File: src/pes_pkg.sv
// pes_pkg: constants for the performance event source encoder.
// assumes a single core clock domain; nothing here is synthesised alone.
package pes_pkg;

  // event selector width and code range
  localparam int          SEL_W        = 6;
  localparam logic [5:0]  EV_NONE      = 6'h00;
  localparam logic [5:0]  EV_FIRST     = 6'h0f;  // lowest code handled here
  localparam logic [5:0]  EV_MAX       = 6'h32;  // highest code, 50

  // event codes handled by this block
  localparam logic [5:0]  EV_ALU       = 6'h0f;
  localparam logic [5:0]  EV_CSR_RD    = 6'h10;
  localparam logic [5:0]  EV_CSR_RW    = 6'h11;
  localparam logic [5:0]  EV_CSR_WR0   = 6'h12;
  localparam logic [5:0]  EV_EBREAK    = 6'h13;
  localparam logic [5:0]  EV_MRET      = 6'h17;
  localparam logic [5:0]  EV_BR        = 6'h18;
  localparam logic [5:0]  EV_BR_UNPRED = 6'h1b;
  localparam logic [5:0]  EV_FETCH_STL = 6'h1c;
  localparam logic [5:0]  EV_IDIS_STL  = 6'h32;

  // counter layout
  localparam int          CNT_W        = 64;
  localparam int          NUM_CNT      = 4;
  localparam int          FIRST_CNT    = 3;   // counters 3..6 are live
  localparam logic        GRP_EN_RST   = 1'b1;
  localparam logic [63:0] CNT_RST      = 64'h0000_0000_0000_0000;

endpackage

File: src/pes_encoder.sv
// pes_encoder: maps event codes 15..50 onto core conditions and advances
// four 64-bit event counters by the per-cycle increment of each selection.
// assumes all condition inputs come from logic on clk_sys (no synchroniser)
// and that selector/counter writes are decoded by the csr unit outside.
//
// Operation
// - code 15 adds committed alu ops, 0..2
// - nops and wfi count as alu ops
// - codes 16-18 count csr read, rw, write-rd0
// - codes 19-23 ebreak ecall fence fence.i mret
// - codes 24-27 branch, mispredict, taken, unpredictable
// - code 28 fetch ready but stalled cycles
// - code 29 aligner valid, instruction buffer full
// - code 30 buffer valid but decode stalled
// - codes 31-32 postsync and presync decode stalls
// - code 33 load-store pipe freeze cycles
// - code 34 store or write buffer full
// - codes 35-36 dma data and instruction stalls
// - codes 37-39 exceptions, timer, external interrupts
// - codes 40-41 trap flushes, branch error flushes
// - codes 42-44 bus transaction counts
// - codes 45-46 instruction and data bus errors
// - codes 47-48 instruction/data bus busy stalls
// - codes 49-50 interrupts disabled, stalled while disabled
// - selector clamps oversize writes to highest code
// - only counters three to six are live
// - group enable resets one, gates increments
`timescale 1ns/1ps

module pes_encoder #(
  parameter int NUM_CNT = pes_pkg::NUM_CNT
) (
  // clock and reset
  input  wire logic                       clk_sys,
  input  wire logic                       rst,
  // commit qualification
  input  wire logic                       commit_valid,
  input  wire logic                       trap_valid,
  input  wire logic [1:0]                 alu_commit_cnt,
  input  wire logic [1:0]                 nop_commit_cnt,
  input  wire logic                       csr_rd_commit,
  input  wire logic                       csr_rw_commit,
  input  wire logic                       csr_wr0_commit,
  input  wire logic                       ebreak_commit,
  input  wire logic                       ecall_commit,
  input  wire logic                       fence_commit,
  input  wire logic                       fencei_commit,
  input  wire logic                       mret_commit,
  input  wire logic                       br_commit,
  input  wire logic                       br_mispred,
  input  wire logic                       br_taken,
  input  wire logic                       br_unpred,
  // trap and flush events
  input  wire logic                       exc_taken,
  input  wire logic                       timer_int_taken,
  input  wire logic                       ext_int_taken,
  input  wire logic                       trap_control_unit_flush,
  input  wire logic                       br_error_flush,
  // out-of-pipe stall conditions
  input  wire logic                       fetch_stall,
  input  wire logic                       aligner_stall,
  input  wire logic                       decode_stall,
  input  wire logic                       postsync_stall,
  input  wire logic                       presync_stall,
  input  wire logic                       loadstore_pipe_freeze,
  input  wire logic                       store_buffer_full,
  input  wire logic                       write_buffer_full,
  input  wire logic                       dma_dmem_stall,
  input  wire logic                       dma_imem_stall,
  // bus conditions
  input  wire logic                       ibus_trans,
  input  wire logic                       dbus_trans,
  input  wire logic                       dbus_misaligned,
  input  wire logic                       ibus_error,
  input  wire logic                       dbus_error,
  input  wire logic                       ibus_busy_stall,
  input  wire logic                       dbus_busy_stall,
  // interrupt enable state
  input  wire logic                       mie_clear,
  input  wire logic                       int_pending,
  // selector and group enable writes
  input  wire logic [NUM_CNT-1:0]         sel_wr,
  input  wire logic [31:0]                sel_wdata,
  input  wire logic                       grp_en_wr,
  input  wire logic                       grp_en_wdata,
  // counter writes
  input  wire logic [NUM_CNT-1:0]         cnt_wr,
  input  wire logic [63:0]                cnt_wdata,
  // visible state
  output logic [NUM_CNT-1:0][5:0]         sel,
  output logic [NUM_CNT-1:0][63:0]        cnt,
  output logic                            grp_en
);

  // qualified per-code increments, indexed by code (0 .. 50)
  logic [50:0][1:0] inc;            // increment per event code
  logic             ip_ok;          // in-pipe qualifier
  logic [2:0]       alu_sum;        // alu plus nop count, wide for sum

  // build the increment table; codes below 15 are outside this block
  always_comb begin
    ip_ok   = commit_valid | trap_valid;
    alu_sum = {1'b0, alu_commit_cnt} + {1'b0, nop_commit_cnt};
    inc     = '0;
    // alu count saturates at the two-wide commit limit
    inc[15] = (!commit_valid) ? 2'd0 :
              (alu_sum > 3'd2) ? 2'd2 : alu_sum[1:0];
    inc[16] = {1'b0, commit_valid & csr_rd_commit};
    inc[17] = {1'b0, commit_valid & csr_rw_commit};
    inc[18] = {1'b0, commit_valid & csr_wr0_commit};
    inc[19] = {1'b0, commit_valid & ebreak_commit};
    inc[20] = {1'b0, commit_valid & ecall_commit};
    inc[21] = {1'b0, commit_valid & fence_commit};
    inc[22] = {1'b0, commit_valid & fencei_commit};
    inc[23] = {1'b0, commit_valid & mret_commit};
    inc[24] = {1'b0, commit_valid & br_commit};
    inc[25] = {1'b0, commit_valid & br_mispred};
    inc[26] = {1'b0, commit_valid & br_taken};
    inc[27] = {1'b0, commit_valid & br_unpred};
    // out-of-pipe conditions are taken as they stand
    inc[28] = {1'b0, fetch_stall};
    inc[29] = {1'b0, aligner_stall};
    inc[30] = {1'b0, decode_stall};
    inc[31] = {1'b0, postsync_stall};
    inc[32] = {1'b0, presync_stall};
    inc[33] = {1'b0, loadstore_pipe_freeze};
    inc[34] = {1'b0, store_buffer_full | write_buffer_full};
    inc[35] = {1'b0, dma_dmem_stall};
    inc[36] = {1'b0, dma_imem_stall};
    // trap-side events ride on the in-pipe qualifier, commit or trap valid
    inc[37] = {1'b0, ip_ok & exc_taken};
    inc[38] = {1'b0, ip_ok & timer_int_taken};
    inc[39] = {1'b0, ip_ok & ext_int_taken};
    inc[40] = {1'b0, ip_ok & trap_control_unit_flush};
    inc[41] = {1'b0, ip_ok & br_error_flush};
    inc[42] = {1'b0, ibus_trans};
    inc[43] = {1'b0, dbus_trans};
    inc[44] = {1'b0, dbus_misaligned};
    inc[45] = {1'b0, ibus_error};
    inc[46] = {1'b0, dbus_error};
    inc[47] = {1'b0, ibus_busy_stall};
    inc[48] = {1'b0, dbus_busy_stall};
    inc[49] = {1'b0, mie_clear};
    inc[50] = {1'b0, mie_clear & int_pending};
  end

  // group enable: software writes the value, resets enabled
  logic next_grp_en;
  always_comb begin
    next_grp_en = grp_en_wr ? grp_en_wdata : grp_en;
  end

  always_ff @(posedge clk_sys or posedge rst) begin
    if (rst) begin
      grp_en <= pes_pkg::GRP_EN_RST;
    end else begin
      grp_en <= next_grp_en;
    end
  end

  // one selector and one counter per live slot (counters 3..6)
  logic [NUM_CNT-1:0][5:0]  next_sel;
  logic [NUM_CNT-1:0][63:0] next_cnt;

  for (genvar g = 0; g < NUM_CNT; g++) begin : g_cnt
    logic [1:0] step;   // increment picked by this slot's selector

    // selector is warl: oversize values clamp to the top code
    always_comb begin
      next_sel[g] = sel[g];
      if (sel_wr[g]) begin
        if (sel_wdata > 32'(pes_pkg::EV_MAX)) begin
          next_sel[g] = pes_pkg::EV_MAX;
        end else begin
          next_sel[g] = sel_wdata[5:0];
        end
      end
    end

    // codes below 15 are handled elsewhere, so they add nothing here
    always_comb begin
      if (sel[g] < pes_pkg::EV_FIRST || sel[g] > pes_pkg::EV_MAX) begin
        step = 2'd0;
      end else begin
        step = inc[sel[g]];
      end
    end

    // a software write wins; counting is held off while disabled
    always_comb begin
      if (cnt_wr[g]) begin
        next_cnt[g] = cnt_wdata;
      end else if (grp_en) begin
        next_cnt[g] = cnt[g] + 64'(step);
      end else begin
        next_cnt[g] = cnt[g];
      end
    end

    always_ff @(posedge clk_sys or posedge rst) begin
      if (rst) begin
        sel[g] <= pes_pkg::EV_NONE;
        cnt[g] <= pes_pkg::CNT_RST;
      end else begin
        sel[g] <= next_sel[g];
        cnt[g] <= next_cnt[g];
      end
    end
  end
  // counters 7..31 simply do not exist here and read zero outside

  // checks: slot 0 is the slot that walks through every code in use,
  // so most properties watch it; the clamp is exercised on slot 3
  property p_clamp;
    @(posedge clk_sys) disable iff (rst)
    (sel_wr[3] && sel_wdata > 32'(pes_pkg::EV_MAX))
    |=> sel[3] == pes_pkg::EV_MAX;
  endproperty
  a_clamp: assert property (p_clamp)
    else $error("selector not clamped");

  property p_hold;
    @(posedge clk_sys) disable iff (rst)
    (!grp_en && !cnt_wr[0]) |=> $stable(cnt[0]);
  endproperty
  a_hold: assert property (p_hold)
    else $error("counter moved while off");

  property p_alu;
    @(posedge clk_sys) disable iff (rst)
    (grp_en && !cnt_wr[0] && sel[0] == pes_pkg::EV_ALU && commit_valid
     && alu_commit_cnt == 2'h2 && nop_commit_cnt == 2'h0)
    |=> cnt[0] == $past(cnt[0]) + 64'h2;
  endproperty
  a_alu: assert property (p_alu)
    else $error("alu count wrong");

  property p_nop;
    @(posedge clk_sys) disable iff (rst)
    (grp_en && !cnt_wr[0] && sel[0] == pes_pkg::EV_ALU && commit_valid
     && alu_commit_cnt == 2'h0 && nop_commit_cnt == 2'h1)
    |=> cnt[0] == $past(cnt[0]) + 64'h1;
  endproperty
  a_nop: assert property (p_nop)
    else $error("nop not counted");

  property p_csr_ip;
    @(posedge clk_sys) disable iff (rst)
    (!cnt_wr[0] && sel[0] == pes_pkg::EV_CSR_RD && !commit_valid)
    |=> $stable(cnt[0]);
  endproperty
  a_csr_ip: assert property (p_csr_ip)
    else $error("csr counted uncommitted");

  property p_br_ip;
    @(posedge clk_sys) disable iff (rst)
    (!cnt_wr[0] && sel[0] == pes_pkg::EV_BR && !commit_valid)
    |=> $stable(cnt[0]);
  endproperty
  a_br_ip: assert property (p_br_ip)
    else $error("branch counted uncommitted");

  property p_trap_ip;
    @(posedge clk_sys) disable iff (rst)
    (!cnt_wr[0] && sel[0] == 6'h25 && !commit_valid && !trap_valid)
    |=> $stable(cnt[0]);
  endproperty
  a_trap_ip: assert property (p_trap_ip)
    else $error("exception counted without qualifier");

  property p_fetch;
    @(posedge clk_sys) disable iff (rst)
    (grp_en && !cnt_wr[0] && sel[0] == pes_pkg::EV_FETCH_STL && fetch_stall)
    |=> cnt[0] == $past(cnt[0]) + 64'h1;
  endproperty
  a_fetch: assert property (p_fetch)
    else $error("fetch stall missed");

  property p_freeze;
    @(posedge clk_sys) disable iff (rst)
    (grp_en && !cnt_wr[0] && sel[0] == 6'h21 && loadstore_pipe_freeze)
    |=> cnt[0] == $past(cnt[0]) + 64'h1;
  endproperty
  a_freeze: assert property (p_freeze)
    else $error("freeze missed");

  property p_sbwb;
    @(posedge clk_sys) disable iff (rst)
    (grp_en && !cnt_wr[0] && sel[0] == 6'h22 && write_buffer_full)
    |=> cnt[0] == $past(cnt[0]) + 64'h1;
  endproperty
  a_sbwb: assert property (p_sbwb)
    else $error("buffer stall missed");

  property p_zero;
    @(posedge clk_sys) disable iff (rst)
    (!cnt_wr[0] && sel[0] < pes_pkg::EV_FIRST)
    |=> $stable(cnt[0]);
  endproperty
  a_zero: assert property (p_zero)
    else $error("low code counted");

  property p_idis;
    @(posedge clk_sys) disable iff (rst)
    (grp_en && !cnt_wr[0] && sel[0] == pes_pkg::EV_IDIS_STL && !mie_clear)
    |=> $stable(cnt[0]);
  endproperty
  a_idis: assert property (p_idis)
    else $error("code 50 miscounted");

  property p_grp_wr;
    @(posedge clk_sys) disable iff (rst)
    grp_en_wr |=> grp_en == $past(grp_en_wdata);
  endproperty
  a_grp_wr: assert property (p_grp_wr)
    else $error("group enable write lost");

endmodule // pes_encoder

File: config.mk
export PLATFORM = sky130hd
export DESIGN_NAME = pes_encoder
export DESIGN_NICKNAME = d
export VERILOG_FILES = /design/src/pes_pkg.sv /design/src/pes_encoder.sv
export SDC_FILE = /design/constraint.sdc
export NUM_CORES = 1
export LEC_CHECK = 0
export ABC_AREA = 1
export BUFFER_PORTS_ARGS = -buffer_cell sky130_fd_sc_hd__buf_2
export CELL_PAD_IN_SITES_DETAIL_PLACEMENT = 1
export CELL_PAD_IN_SITES_GLOBAL_PLACEMENT = 1
export CORE_MARGIN = 3
export CORE_UTILIZATION = 35
export CTS_CLUSTER_SIZE = 20
export DETAILED_ROUTE_END_ITERATION = 7
export HOLD_SLACK_MARGIN = 0.03
export MAX_ROUTING_LAYER = met4
export PLACE_DENSITY = 0.8
export SYNTH_ARGS = -nofsm -noshare
export SYNTH_HDL_FRONTEND = slang
export SYNTH_SLANG_ARGS = --single-unit
File: constraint.sdc
create_clock -name clk_sys -period 10.05 [get_ports clk_sys]
set_input_delay 2.01 -clock clk_sys [delete_from_list [all_inputs] [get_ports clk_sys]]
set_output_delay 2.01 -clock clk_sys [all_outputs]
set_load 0.1 [all_outputs]
==> impl_metrics.csv, run 1 <==
group,metric,value,unit
synth,yosysUniqueCellTypes,40,
floorplanning,initial_core_util,35.5,%
floorplanning,dieArea,0.0661,mm^2
power_and_ir_drop,p_seq_share,31.9,%
global_routing,grt_use_met2,52.8,%
critical_path,critPathMaxStageDelay,0.48,ns
synth,synth_top_cell_area_share,31.8,%
global_routing,grtUsageMet1,47.6,%
clock_network,clk_latency,0.60,ns
synth,synth-simple-area-share,43.2,%
timing,max_freq,193,MHz
timing,drv_slew,0,
synth,synth_top_family_by_area,"simple AND/OR/NAND/NOR gates",
synth,yosysSeqAreaShare,31.9,%
clock_network,clock_sinks,281,
power_and_ir_drop,p_comb_share,36.9,%
critical_path,rrSetupSlack,6.14,ns
timing,finalHoldViolations,0,
floorplanning,io_pins,431,
global_routing,grt_start_max_net_pins,101,
clock_network,post_cts_resize_count,0,
clock_network,cts_hold_buf,0,
synth,syn-cell-area,0.0221,mm^2
synth,synth-adder-area-share,0.964,%
critical_path,cpMostUsedCell,"nand2_1",
worst_hold_path,min_path_type,"register to register",
synth,yosysTopAreaCell,"dfrtp_1",
power_and_ir_drop,switching_share,49.0,%
place,post-place-ws,4.33,ns
clock_network,numCtsBuffers,38,
synth,synth-edff-count,0,
clock_network,cts_tree,"yes",
power_and_ir_drop,intPower,0.00247,W
layout,finalNetCount,4120,
critical_path,r2r_end,"cnt[184]$_DFFE_PP0P_",
timing,setup_viol,0,
global_routing,grt_first_pass_wirelength,174000,um
critical_path,required,10.53,ns
detailed_routing,postRouteAntennaNets,0,
floorplanning,rows,91,
power_and_ir_drop,peakVddDrop,0.101,mV
synth,synth.area.mux_share,0,%
timing,period_share,51.5,%
clock_network,cts-root-buf,"clkbuf_16",
timing,relSlewSlack,28.5,%
synth,synthCells,3568,
detailed_routing,wl,119000,um
floorplanning,dieWidth,257,um
power_and_ir_drop,p_total,0.00484,W
critical_path,crit_fanout,6,
floorplanning,fp.coreArea,0.0621,mm^2
timing,fin_skew,0.0474,ns
critical_path,r2r_start,"sel[12]$_DFFE_PP0P_",
clock_network,clockBufferDepth,3,
synth,ys.flop_type,"dfrtp_1",
detailed_routing,drt_iter0_markers,2970,
global_routing,gr-total-overflow,0,
place,port_buffers,430,
global_routing,use_met3,6.88,%
timing,period_needed,5.18,ns
status,outcome,"finished clean",
detailed_routing,drc,0,
power_and_ir_drop,pwr-share-clk,31.1,%
layout,drive_gt1_share,15.5,%
critical_path,rr_worst_depth,14,
flow_run,maxCapViolCount,0,
place,gp_congestion,1.01,
synth,synth-compound-area-share,12.5,%
synth,ys_warn_count,0,
place,dp.cells,4753,
synth,ys_ff_latch,281,
synth,syn_avg_cell_area,6.18,um^2
synth,synth.cells.most_frequent,"nand2_1, nor2_1, inv_1, dfrtp_1, nand3_1",
critical_path,crit_path_cell_trace,"buf_2 > ha_1 > inv_1 > fa_1 > nand2_1 > nor2_1 > nand2_1 > o21ai_0 > inv_1 > nand2_1 > nand2_1 > inv_1 > ha_1 > inv_1 > fa_1 > nor2_4 > nand2_1 > inv_1 > nand2_1 > o21ai_0 > nand2_1 > nand2_1 > nand2_1",
detailed_routing,avgViaCountPerCell,5.58,
floorplanning,die_y,257,um
detailed_routing,routedWlPerCell,24.7,um
synth,synth.most_common_cell,"nand2_1",
synth,synth_area_leaders,"dfrtp_1, nand2_1, nor2_1",
critical_path,worst-setup-path-type,"input pin to register",
place,hpwl,90500,um
layout,area_growth,19.5,%
worst_hold_path,min_path_cells,2,
synth,synth_xor_xnor_area_share,4.53,%
timing,fin_ws,4.87,ns
synth,async_reset_ff_share,100,%
global_routing,gr-usage-all-layers,36.0,%
timing,fin_setup_tns,0,ns
timing,rsz0062_at_grt,"false",
layout,fin_cells,4823,
timing,tightest_slew,1.06,ns
detailed_routing,drt_first_pass_iters,6,
clock_network,postCtsSetupBuffers,0,
worst_hold_path,hold_path_end,"cnt[0]$_DFFE_PP0P_",
synth,syn_nets,3732,
critical_path,endpoint_kind,"register",
critical_path,cp_slowest_cell,"fa_1",
power_and_ir_drop,p_per_area,183,mW/mm^2
global_routing,grt_busiest_layer,"met2",
power_and_ir_drop,leakage,12.1,nW
critical_path,arrival,5.66,ns
detailed_routing,dr_total_vias,26900,
power_and_ir_drop,p_sw,0.00237,W
clock_network,clkSlewWorstSetupHoldPaths,0.06,ns
clock_network,htreeDepth,2,
global_routing,antenna_found_initial,6,
worst_hold_path,min_from,"cnt[0]$_DFFE_PP0P_",
global_routing,grt_pass1_vias,26500,
critical_path,crit_path_start_kind,"input pin",
-- placed cells by master, fill, tap and decap left out, drive strengths merged, types with 9 or more instances in the layout --
master / count
a21oi: 28
a22oi: 181
buf: 445
clkbuf: 48
clkinv: 11
dfrtp: 280
ha: 9
inv: 295
nand2: 1375
nand3: 235
nand4: 36
nor2: 659
o211ai: 18
o21ai: 193
xnor2: 42
xor2: 72
-- metal layers --
layer | wire length [um] | share of wire (%)
met5 | 0 | 0
met4 | 6820 | 5.7
met3 | 11000 | 9.2
met2 | 51200 | 43
met1 | 50200 | 42
-- cells by family (layout without fill, tap and decap cells) --
logic type / after synthesis / count (layout)
buffers and inverters: 395 / 809
AOI/OAI and AO/OA: 440 / 440
xor gates and xnor gates: 114 / 114
and+or+nand+nor: 2324 / 2324
DFF: 281 / 281
adders and majority gates: 14 / 14
other: 0 / 4
-- power groups by stage --
stage	clock network (W)	logic [W]	registers, W
global placement	0	0.00175	0.00154
CTS	0.00152	0.00178	0.00153
floorplan	0	0.000442	0.00236
global route	0.00157	0.00187	0.00156
finish	0.00150	0.00179	0.00154
detailed placement	0	0.00177	0.00155
-- final cells by class --
class	instances	area, um^2
antenna	4	10.0
clock buffer	48	1040
clock inverter	18	299
fill	8468	35700
inverter	298	1130
multi-input combinational	2892	13500
sequential	281	7030
tap	837	1050
timing repair buffer	445	2260
-- through the flow --
step	cell area, um^2	utilization [%]	hold slack (ns)
finish	26400	42.5	0.545
global route	26400	42.5	0.588
CTS	26400	42.5	0.549
detailed placement	25000	40.3	0.533
global placement	25000	40.3	0.521
floorplan	22100	-	0.806
-- critical path, delay by kind of cell --
family                   cells  cell delay, ns
adder cells (fa/ha/maj)      4            1.32
buffers and inverters        6            0.48
AND/OR/NAND/NOR             11            1.50
AO/OA/AOI/OAI                2            0.35
-- sequential cells by signal, indices dropped and copies added (netlist names) --
register and flops:
cnt 256, sel 24, grp_en 1
-- worst max-delay path by stage --
stage                     cells after the start                   end              start  slack, ns
after floorplan                               1    cnt[0]$_DFFE_PP0P_                rst       0.29
after global placement                       23  cnt[188]$_DFFE_PP0P_  alu_commit_cnt[0]       4.47
after detailed placement                     23  cnt[188]$_DFFE_PP0P_  alu_commit_cnt[0]       4.33
after CTS                                    23  cnt[184]$_DFFE_PP0P_  alu_commit_cnt[0]       4.94
after global routing                         23  cnt[184]$_DFFE_PP0P_  alu_commit_cnt[0]       4.61
final                                        23  cnt[184]$_DFFE_PP0P_  alu_commit_cnt[0]       4.87
Power figures use the tool's default switching activity.
==> run 2, diff against run 1 <==
--- a/config.mk
+++ b/config.mk
@@ -10,12 +10,12 @@
 export CELL_PAD_IN_SITES_DETAIL_PLACEMENT = 1
 export CELL_PAD_IN_SITES_GLOBAL_PLACEMENT = 1
 export CORE_MARGIN = 3
-export CORE_UTILIZATION = 35
+export CORE_UTILIZATION = 39
 export CTS_CLUSTER_SIZE = 20
 export DETAILED_ROUTE_END_ITERATION = 7
 export HOLD_SLACK_MARGIN = 0.03
 export MAX_ROUTING_LAYER = met4
-export PLACE_DENSITY = 0.8
+export PLACE_DENSITY = 0.85
 export SYNTH_ARGS = -nofsm -noshare
 export SYNTH_HDL_FRONTEND = slang
 export SYNTH_SLANG_ARGS = --single-unit
==> constraint.sdc (replaced) <==
create_clock -name clk_sys -period 5 [get_ports clk_sys]
set_input_delay 1 -clock clk_sys [delete_from_list [all_inputs] [get_ports clk_sys]]
set_output_delay 1 -clock clk_sys [all_outputs]
set_load 0.1 [all_outputs]
==> run 2 against run 1 <==
Effect of this change:
- clock skew fell by 0.010 ns
- via count rose by 0.15%
- global-route usage increased by 3.3 points
- first-iteration DRC count fell by 14%
- clock-buffer cell count up 4
- critical path depth up 1
- largest cell class unchanged
==> impl_metrics.csv, run 2 (synthesis gave the netlist of run 1 again) <==
group,metric,value,unit
status,outcome,"finished clean",
clock_network,cts-root-buf,"clkbuf_16",
floorplanning,initial_core_util,39.7,%
power_and_ir_drop,p_seq_share,32.6,%
clock_network,clockBufferDepth,3,
detailed_routing,routedWlPerCell,24.6,um
power_and_ir_drop,p_comb_share,38.0,%
layout,stdcell_area,0.0262,mm^2
critical_path,rrSetupSlack,1.15,ns
detailed_routing,postRouteAntennaNets,0,
layout,reg_top3,"cnt (256), sel (24), grp_en (1)",
detailed_routing,drt_iter0_markers,2551,
clock_network,post_cts_resize_count,0,
timing,holdWs,0.543,ns
floorplanning,rows,86,
global_routing,gr-total-overflow,0,
layout,regMostFlops,"cnt",
power_and_ir_drop,p_per_area,361,mW/mm^2
place,gp_congestion,1.03,
detailed_routing,dr_total_vias,26900,
place,hpwl,89500,um
global_routing,antenna_found_initial,5,
clock_network,cts_tree,"yes",
timing,relSlewSlack,35.6,%
detailed_routing,avgViaCountPerCell,5.69,
floorplanning,fp.coreArea,0.0555,mm^2
global_routing,grt_first_pass_wirelength,171000,um
detailed_routing,wl,117000,um
clock_network,clk_latency,0.58,ns
layout,drive_gt1_share,15.5,%
timing,tightest_slew,0.964,ns
place,dpl_cell_area,0.0249,mm^2
power_and_ir_drop,pwr-share-clk,29.4,%
worst_hold_path,min_path_type,"input pin to async pin",
global_routing,grt_pass1_vias,26500,
place,dp.cells,4667,
layout,area_growth,18.7,%
power_and_ir_drop,peakVddDrop,0.216,mV
layout,largest_reg_flops,256,
global_routing,gr-usage-all-layers,39.3,%
clock_network,numCtsBuffers,37,
timing,drv_slew,0,
power_and_ir_drop,leakage,12.1,nW
power_and_ir_drop,switching_share,49.8,%
critical_path,endpoint_kind,"register",
layout,finalNetCount,4122,
clock_network,htreeDepth,2,
critical_path,worst-setup-path-type,"input pin to register",
flow_run,maxCapViolCount,0,
layout,fin_cells,4734,
place,port_buffers,430,
power_and_ir_drop,p_total,0.00946,W
clock_network,clkSlewWorstSetupHoldPaths,0.06,ns
timing,finalHoldViolations,0,
clock_network,cts_hold_buf,0,
floorplanning,die_y,244,um
timing,setup_viol,0,
timing,fin_setup_tns,0,ns
power_and_ir_drop,intPower,0.00475,W
timing,period_share,79.3,%
clock_network,postCtsSetupBuffers,0,
critical_path,crit_fanout,5,
floorplanning,dieArea,0.0595,mm^2
timing,period_needed,3.96,ns
timing,rsz0062_at_grt,"false",
timing,max_freq,252,MHz
floorplanning,dieWidth,244,um
critical_path,required,5.45,ns
clock_network,clock_sinks,281,
critical_path,arrival,4.41,ns
detailed_routing,drt_first_pass_iters,5,
timing,fin_skew,0.0374,ns
detailed_routing,drc,0,
layout,layout_commonest_cell,"nand2_1",
critical_path,crit_path_start_kind,"input pin",
global_routing,grt_start_max_net_pins,100,
power_and_ir_drop,p_sw,0.00471,W
floorplanning,io_pins,431,
layout,mostFrequentLayoutCells,"nand2_1, nor2_1, buf_2",
## run 2: path summary, 6_finish.rpt
kind,start,endpoint,cells after the start
max in group asynchronous,rst,cnt[247]$_DFFE_PP0P_,3
setup / recovery,alu_commit_cnt[0],cnt[252]$_DFFE_PP0P_,24
hold / removal,rst,cnt[81]$_DFFE_PP0P_,2
setup reg to reg,sel[12]$_DFFE_PP0P_,cnt[160]$_DFFE_PP0P_,22
min in group clk_sys,cnt[128]$_DFFE_PP0P_,cnt[128]$_DFFE_PP0P_,2
hold reg to reg,cnt[128]$_DFFE_PP0P_,cnt[128]$_DFFE_PP0P_,2
## run 2: power groups by stage
| stage | Clock [W] | Combinational (W) | Sequential (W) |
|---|---|---|---|
| after global placement | 0 | 0.00352 | 0.00308 |
| after global routing | 0.00289 | 0.00376 | 0.00311 |
| final | 0.00278 | 0.00360 | 0.00309 |
| after detailed placement | 0 | 0.00357 | 0.00309 |
| after CTS | 0.00280 | 0.00358 | 0.00306 |
| after floorplan | 0 | 0.000888 | 0.00475 |
## run 2: final cells by class
type / instances / area [um^2]
repair buffers: 448 / 2310
multi-input cells: 2892 / 13500
diodes: 6 / 15.0
clock buffers: 52 / 1090
clock inverters: 9 / 121
well taps: 748 / 936
inverters: 298 / 1120
fillers: 7737 / 29300
flip-flops and latches: 281 / 7030
## run 2: metal layers
layer	track usage [%]	up-vias	part of all wire, %
met1	49.9	13100	40
met5	-	-	0
met3	9.55	320	10
met2	57.4	1317	43
li1	-	12200	-
met4	22.1	0	6.7
## run 2: stage by stage
stage	util (%)	setup slack, ns
6_report	47.1	1.04
5_1_grt	47.1	0.774
4_1_cts	47.1	1.06
3_5_place_dp	44.9	0.494
3_3_place_gp	44.9	0.647
2_1_floorplan	-	0.280
## run 2: worst max-delay path, stage by stage
cell and delay, ns:
buf_2 0.09, ha_1 0.14, inv_1 0.05, fa_1 0.47, nand2_1 0.09, nor2_1 0.13, buf_4 0.17, nand3_1 0.08
nand2_1 0.07, inv_1 0.03, nand2_1 0.05, nand2_1 0.10, inv_1 0.08, ha_1 0.21, inv_1 0.07, fa_1 0.51
nor2_4 0.23, nand3_1 0.16, inv_1 0.11, nand2_1 0.11, o21ai_0 0.22, nand2_1 0.08, nand2_1 0.08, nand2_1 0.05
==> run 3, diff against run 2 <==
--- a/config.mk
+++ b/config.mk
@@ -5,17 +5,17 @@
 export SDC_FILE = /design/constraint.sdc
 export NUM_CORES = 1
 export LEC_CHECK = 0
-export ABC_AREA = 1
+export ABC_AREA = 0
 export BUFFER_PORTS_ARGS = -buffer_cell sky130_fd_sc_hd__buf_2
 export CELL_PAD_IN_SITES_DETAIL_PLACEMENT = 1
 export CELL_PAD_IN_SITES_GLOBAL_PLACEMENT = 1
 export CORE_MARGIN = 3
-export CORE_UTILIZATION = 39
+export CORE_UTILIZATION = 37
 export CTS_CLUSTER_SIZE = 20
 export DETAILED_ROUTE_END_ITERATION = 7
 export HOLD_SLACK_MARGIN = 0.03
 export MAX_ROUTING_LAYER = met4
-export PLACE_DENSITY = 0.85
+export PLACE_DENSITY = 0.81
 export SYNTH_ARGS = -nofsm -noshare
 export SYNTH_HDL_FRONTEND = slang
 export SYNTH_SLANG_ARGS = --single-unit
==> constraint.sdc (replaced) <==
create_clock -name clk_sys -period 3.63 [get_ports clk_sys]
set_input_delay 0.726 -clock clk_sys [delete_from_list [all_inputs] [get_ports clk_sys]]
set_output_delay 0.726 -clock clk_sys [all_outputs]
set_load 0.1 [all_outputs]
==> run 3 against run 2 <==
Effect of this change:
- the flow now finishes with violations (negative setup slack)
- clock skew shrank 0.028 ns
- via count shrank 22%
- register-to-register slack lost 1.5 ns
==> impl_metrics.csv, run 3 <==
group,metric,value,unit
clock_network,cts_tree,"yes",
synth,syn-cell-area,0.0180,mm^2
status,violations,"negative setup slack",
timing,drv_slew,0,
synth,synth-edff-count,0,
status,outcome,"finished, violations left",
timing,rsz0062_at_grt,"true",
layout,reg_top3,"cnt (256), sel (24), grp_en (1)",
synth,syn_nets,2266,
clock_network,clkSlewWorstSetupHoldPaths,0.06,ns
synth,async_reset_ff_share,100,%
detailed_routing,drt_first_pass_iters,5,
place,post-place-ws,-1.10,ns
synth,synthCells,2102,
timing,fin_ws,-0.419,ns
synth,ys_ff_latch,281,
timing,relSlewSlack,28.0,%
synth,synth.cells.most_frequent,"nand2_1, dfrtp_1, o21ai_0, nand3_1, nor2_1",
timing,period_share,112,%
power_and_ir_drop,leakage,10.6,nW
layout,regMostFlops,"cnt",
global_routing,grt_pass1_vias,20800,
power_and_ir_drop,p_total,0.0111,W
global_routing,use_met3,6.98,%
floorplanning,rows,80,
critical_path,cp_slowest_cell,"fa_1",
layout,drive_gt1_share,36.6,%
floorplanning,die_y,226,um
critical_path,endpoint_kind,"register",
floorplanning,initial_core_util,37.5,%
clock_network,cts_hold_buf,0,
detailed_routing,drt_iter0_markers,2273,
layout,area_growth,40.1,%
synth,synth-compound-area-share,15.4,%
timing,holdWs,0.183,ns
global_routing,grt_busiest_layer,"met2",
critical_path,critPathMaxStageDelay,0.52,ns
place,hpwl,65600,um
critical_path,worst-setup-path-type,"input pin to register",
detailed_routing,drc,0,
clock_network,cts-root-buf,"clkbuf_16",
power_and_ir_drop,p_sw,0.00494,W
critical_path,arrival,4.43,ns
timing,period_needed,4.05,ns
clock_network,numCtsBuffers,35,
timing,fin_skew,0.00952,ns
place,gp_congestion,1.01,
flow_run,maxCapViolCount,0,
synth,ys_warn_count,0,
global_routing,grt_first_pass_wirelength,132000,um
place,port_buffers,430,
clock_network,htreeDepth,2,
synth,synth.most_common_cell,"nand2_1",
layout,layout_commonest_cell,"buf_2",
layout,largest_reg_flops,256,
clock_network,clock_sinks,281,
synth,yosysSeqAreaShare,39.2,%
global_routing,grtUsageMet1,45.0,%
power_and_ir_drop,p_per_area,441,mW/mm^2
power_and_ir_drop,p_comb_share,32.4,%
global_routing,grt_start_max_net_pins,99,
timing,setup_viol,112,
detailed_routing,routedWlPerCell,28.0,um
layout,fin_cells,3320,
timing,max_freq,247,MHz
global_routing,grt_use_met2,52.7,%
place,dp.cells,3192,
detailed_routing,postRouteAntennaNets,0,
layout,regArea,0.00704,mm^2
layout,mostFrequentLayoutCells,"buf_2, nand2_1, dfrtp_1",
detailed_routing,dr_total_vias,21000,
detailed_routing,wl,92900,um
floorplanning,fp.coreArea,0.0478,mm^2
synth,synth_area_leaders,"dfrtp_1, nand2_1, o21ai_0",
global_routing,antenna_found_initial,5,
layout,fillers,5632,
synth,synth.area.mux_share,4.13,%
synth,yosysUniqueCellTypes,84,
synth,synth_top_cell_area_share,39.0,%
power_and_ir_drop,p_seq_share,34.8,%
layout,finalNetCount,2839,
power_and_ir_drop,switching_share,44.6,%
detailed_routing,avgViaCountPerCell,6.32,
synth,ys.flop_type,"dfrtp_1",
critical_path,crit_path_start_kind,"input pin",
global_routing,gr-total-overflow,0,
layout,multi_input_area,0.0117,mm^2
synth,synth-adder-area-share,1.18,%
power_and_ir_drop,intPower,0.00614,W
timing,tightest_slew,1.08,ns
synth,synth_xor_xnor_area_share,6.20,%
critical_path,crit_path_cell_trace,"buf_8 > ha_4 > inv_2 > fa_1 > and4_4 > a311oi_2 > a31oi_1 > nand3_2 > a31oi_4 > ha_2 > inv_2 > fa_2 > nand4b_1 > nor4_2 > buf_4 > nand4_1 > buf_6 > buf_6 > o31ai_4 > a31oi_1",
power_and_ir_drop,peakVddDrop,0.316,mV
floorplanning,dieArea,0.0512,mm^2
worst_hold_path,min_path_type,"input pin to async pin",
power_and_ir_drop,pwr-share-clk,32.8,%
critical_path,crit_fanout,6,
clock_network,clk_latency,0.56,ns
timing,finalHoldViolations,0,
critical_path,required,4.01,ns
floorplanning,dieWidth,226,um
floorplanning,io_pins,431,
synth,syn_avg_cell_area,8.54,um^2
synth,synth-simple-area-share,29.4,%
global_routing,gr-usage-all-layers,34.8,%
clock_network,clockBufferDepth,3,
synth,synth_top_family_by_area,"simple AND/OR/NAND/NOR gates",
synth,yosysTopAreaCell,"dfrtp_1",
run 3: area by class of cell:
| type | instances | area share, % |
|---|---|---|
| diodes | 4 | 0.0398 |
| clock buffers | 48 | 4.00 |
| clock inverters | 15 | 0.562 |
| well taps | 615 | 3.06 |
| flip-flops and latches | 281 | 28.0 |
| inverters | 60 | 0.910 |
| multi-input cells | 1641 | 46.5 |
| repair buffers | 656 | 16.9 |
run 3: timing repair:
action	4_1_cts	5_1_grt
resized for setup	102	199
pin swaps	58	121
gates cloned	6	2
buffers inserted	32	36
setup endpoints to repair	167	197
run 3: kinds of logic after synthesis:
logic type,Yosys count
adder cells (fa/ha/maj),14
XOR/XNOR,127
flip-flops,281
buffers and inverters,184
multiplexers,52
AO/OA/AOI/OAI,438
AND/OR/NAND/NOR,1006
run 3: power groups by stage:
stage / combinational (W) / clock (W) / sequential, W
after floorplan: 0.000696 / 0 / 0.00565
after global placement: 0.00340 / 0 / 0.00383
after detailed placement: 0.00345 / 0 / 0.00385
after CTS: 0.00349 / 0.00364 / 0.00381
after global routing: 0.00372 / 0.00378 / 0.00389
final: 0.00359 / 0.00364 / 0.00385
run 3: worst paths after layout:
path | cells after the start | slack [ns] | endpoint | start
worst max-delay path | 20 | -0.42 | cnt[188]$_DFFE_PP0P_ | alu_commit_cnt[0]
worst min-delay path | 2 | 0.18 | cnt[1]$_DFFE_PP0P_ | rst
worst max register to register | 14 | -0.31 | cnt[112]$_DFFE_PP0P_ | sel[6]$_DFFE_PP0P_
worst min register to register | 2 | 0.58 | cnt[191]$_DFFE_PP0P_ | cnt[191]$_DFFE_PP0P_
max in group asynchronous | 3 | 2.58 | sel[18]$_DFFE_PP0P_ | rst
min in group clk_sys | 2 | 0.40 | grp_en$_DFFE_PP1P_ | grp_en_wr
run 3: per-stage QoR:
step | TNS [ns] | cell area [um^2] | util (%)
6_report | -22.29 | 25100 | 52.6
5_1_grt | -45.60 | 25100 | 52.6
4_1_cts | -16.45 | 24000 | 50.1
3_5_place_dp | -158.27 | 22100 | 46.1
3_3_place_gp | -143.66 | 22100 | 46.1
2_1_floorplan | -264.81 | 18500 | -
run 3: worst max-delay path, delay by kind of cell:
family,cells,cell delay (ns)
buffers and inverters,6,0.71
and+or+nand+nor,5,1.04
AOI/OAI and AO/OA,5,0.76
adders and majority gates,4,1.19
run 3: metal layers:
metal	part of all wire, %	up-vias
met5	0	-
met4	5.7	0
met3	8.4	295
met2	45	995
met1	40	10700
li1	-	9002
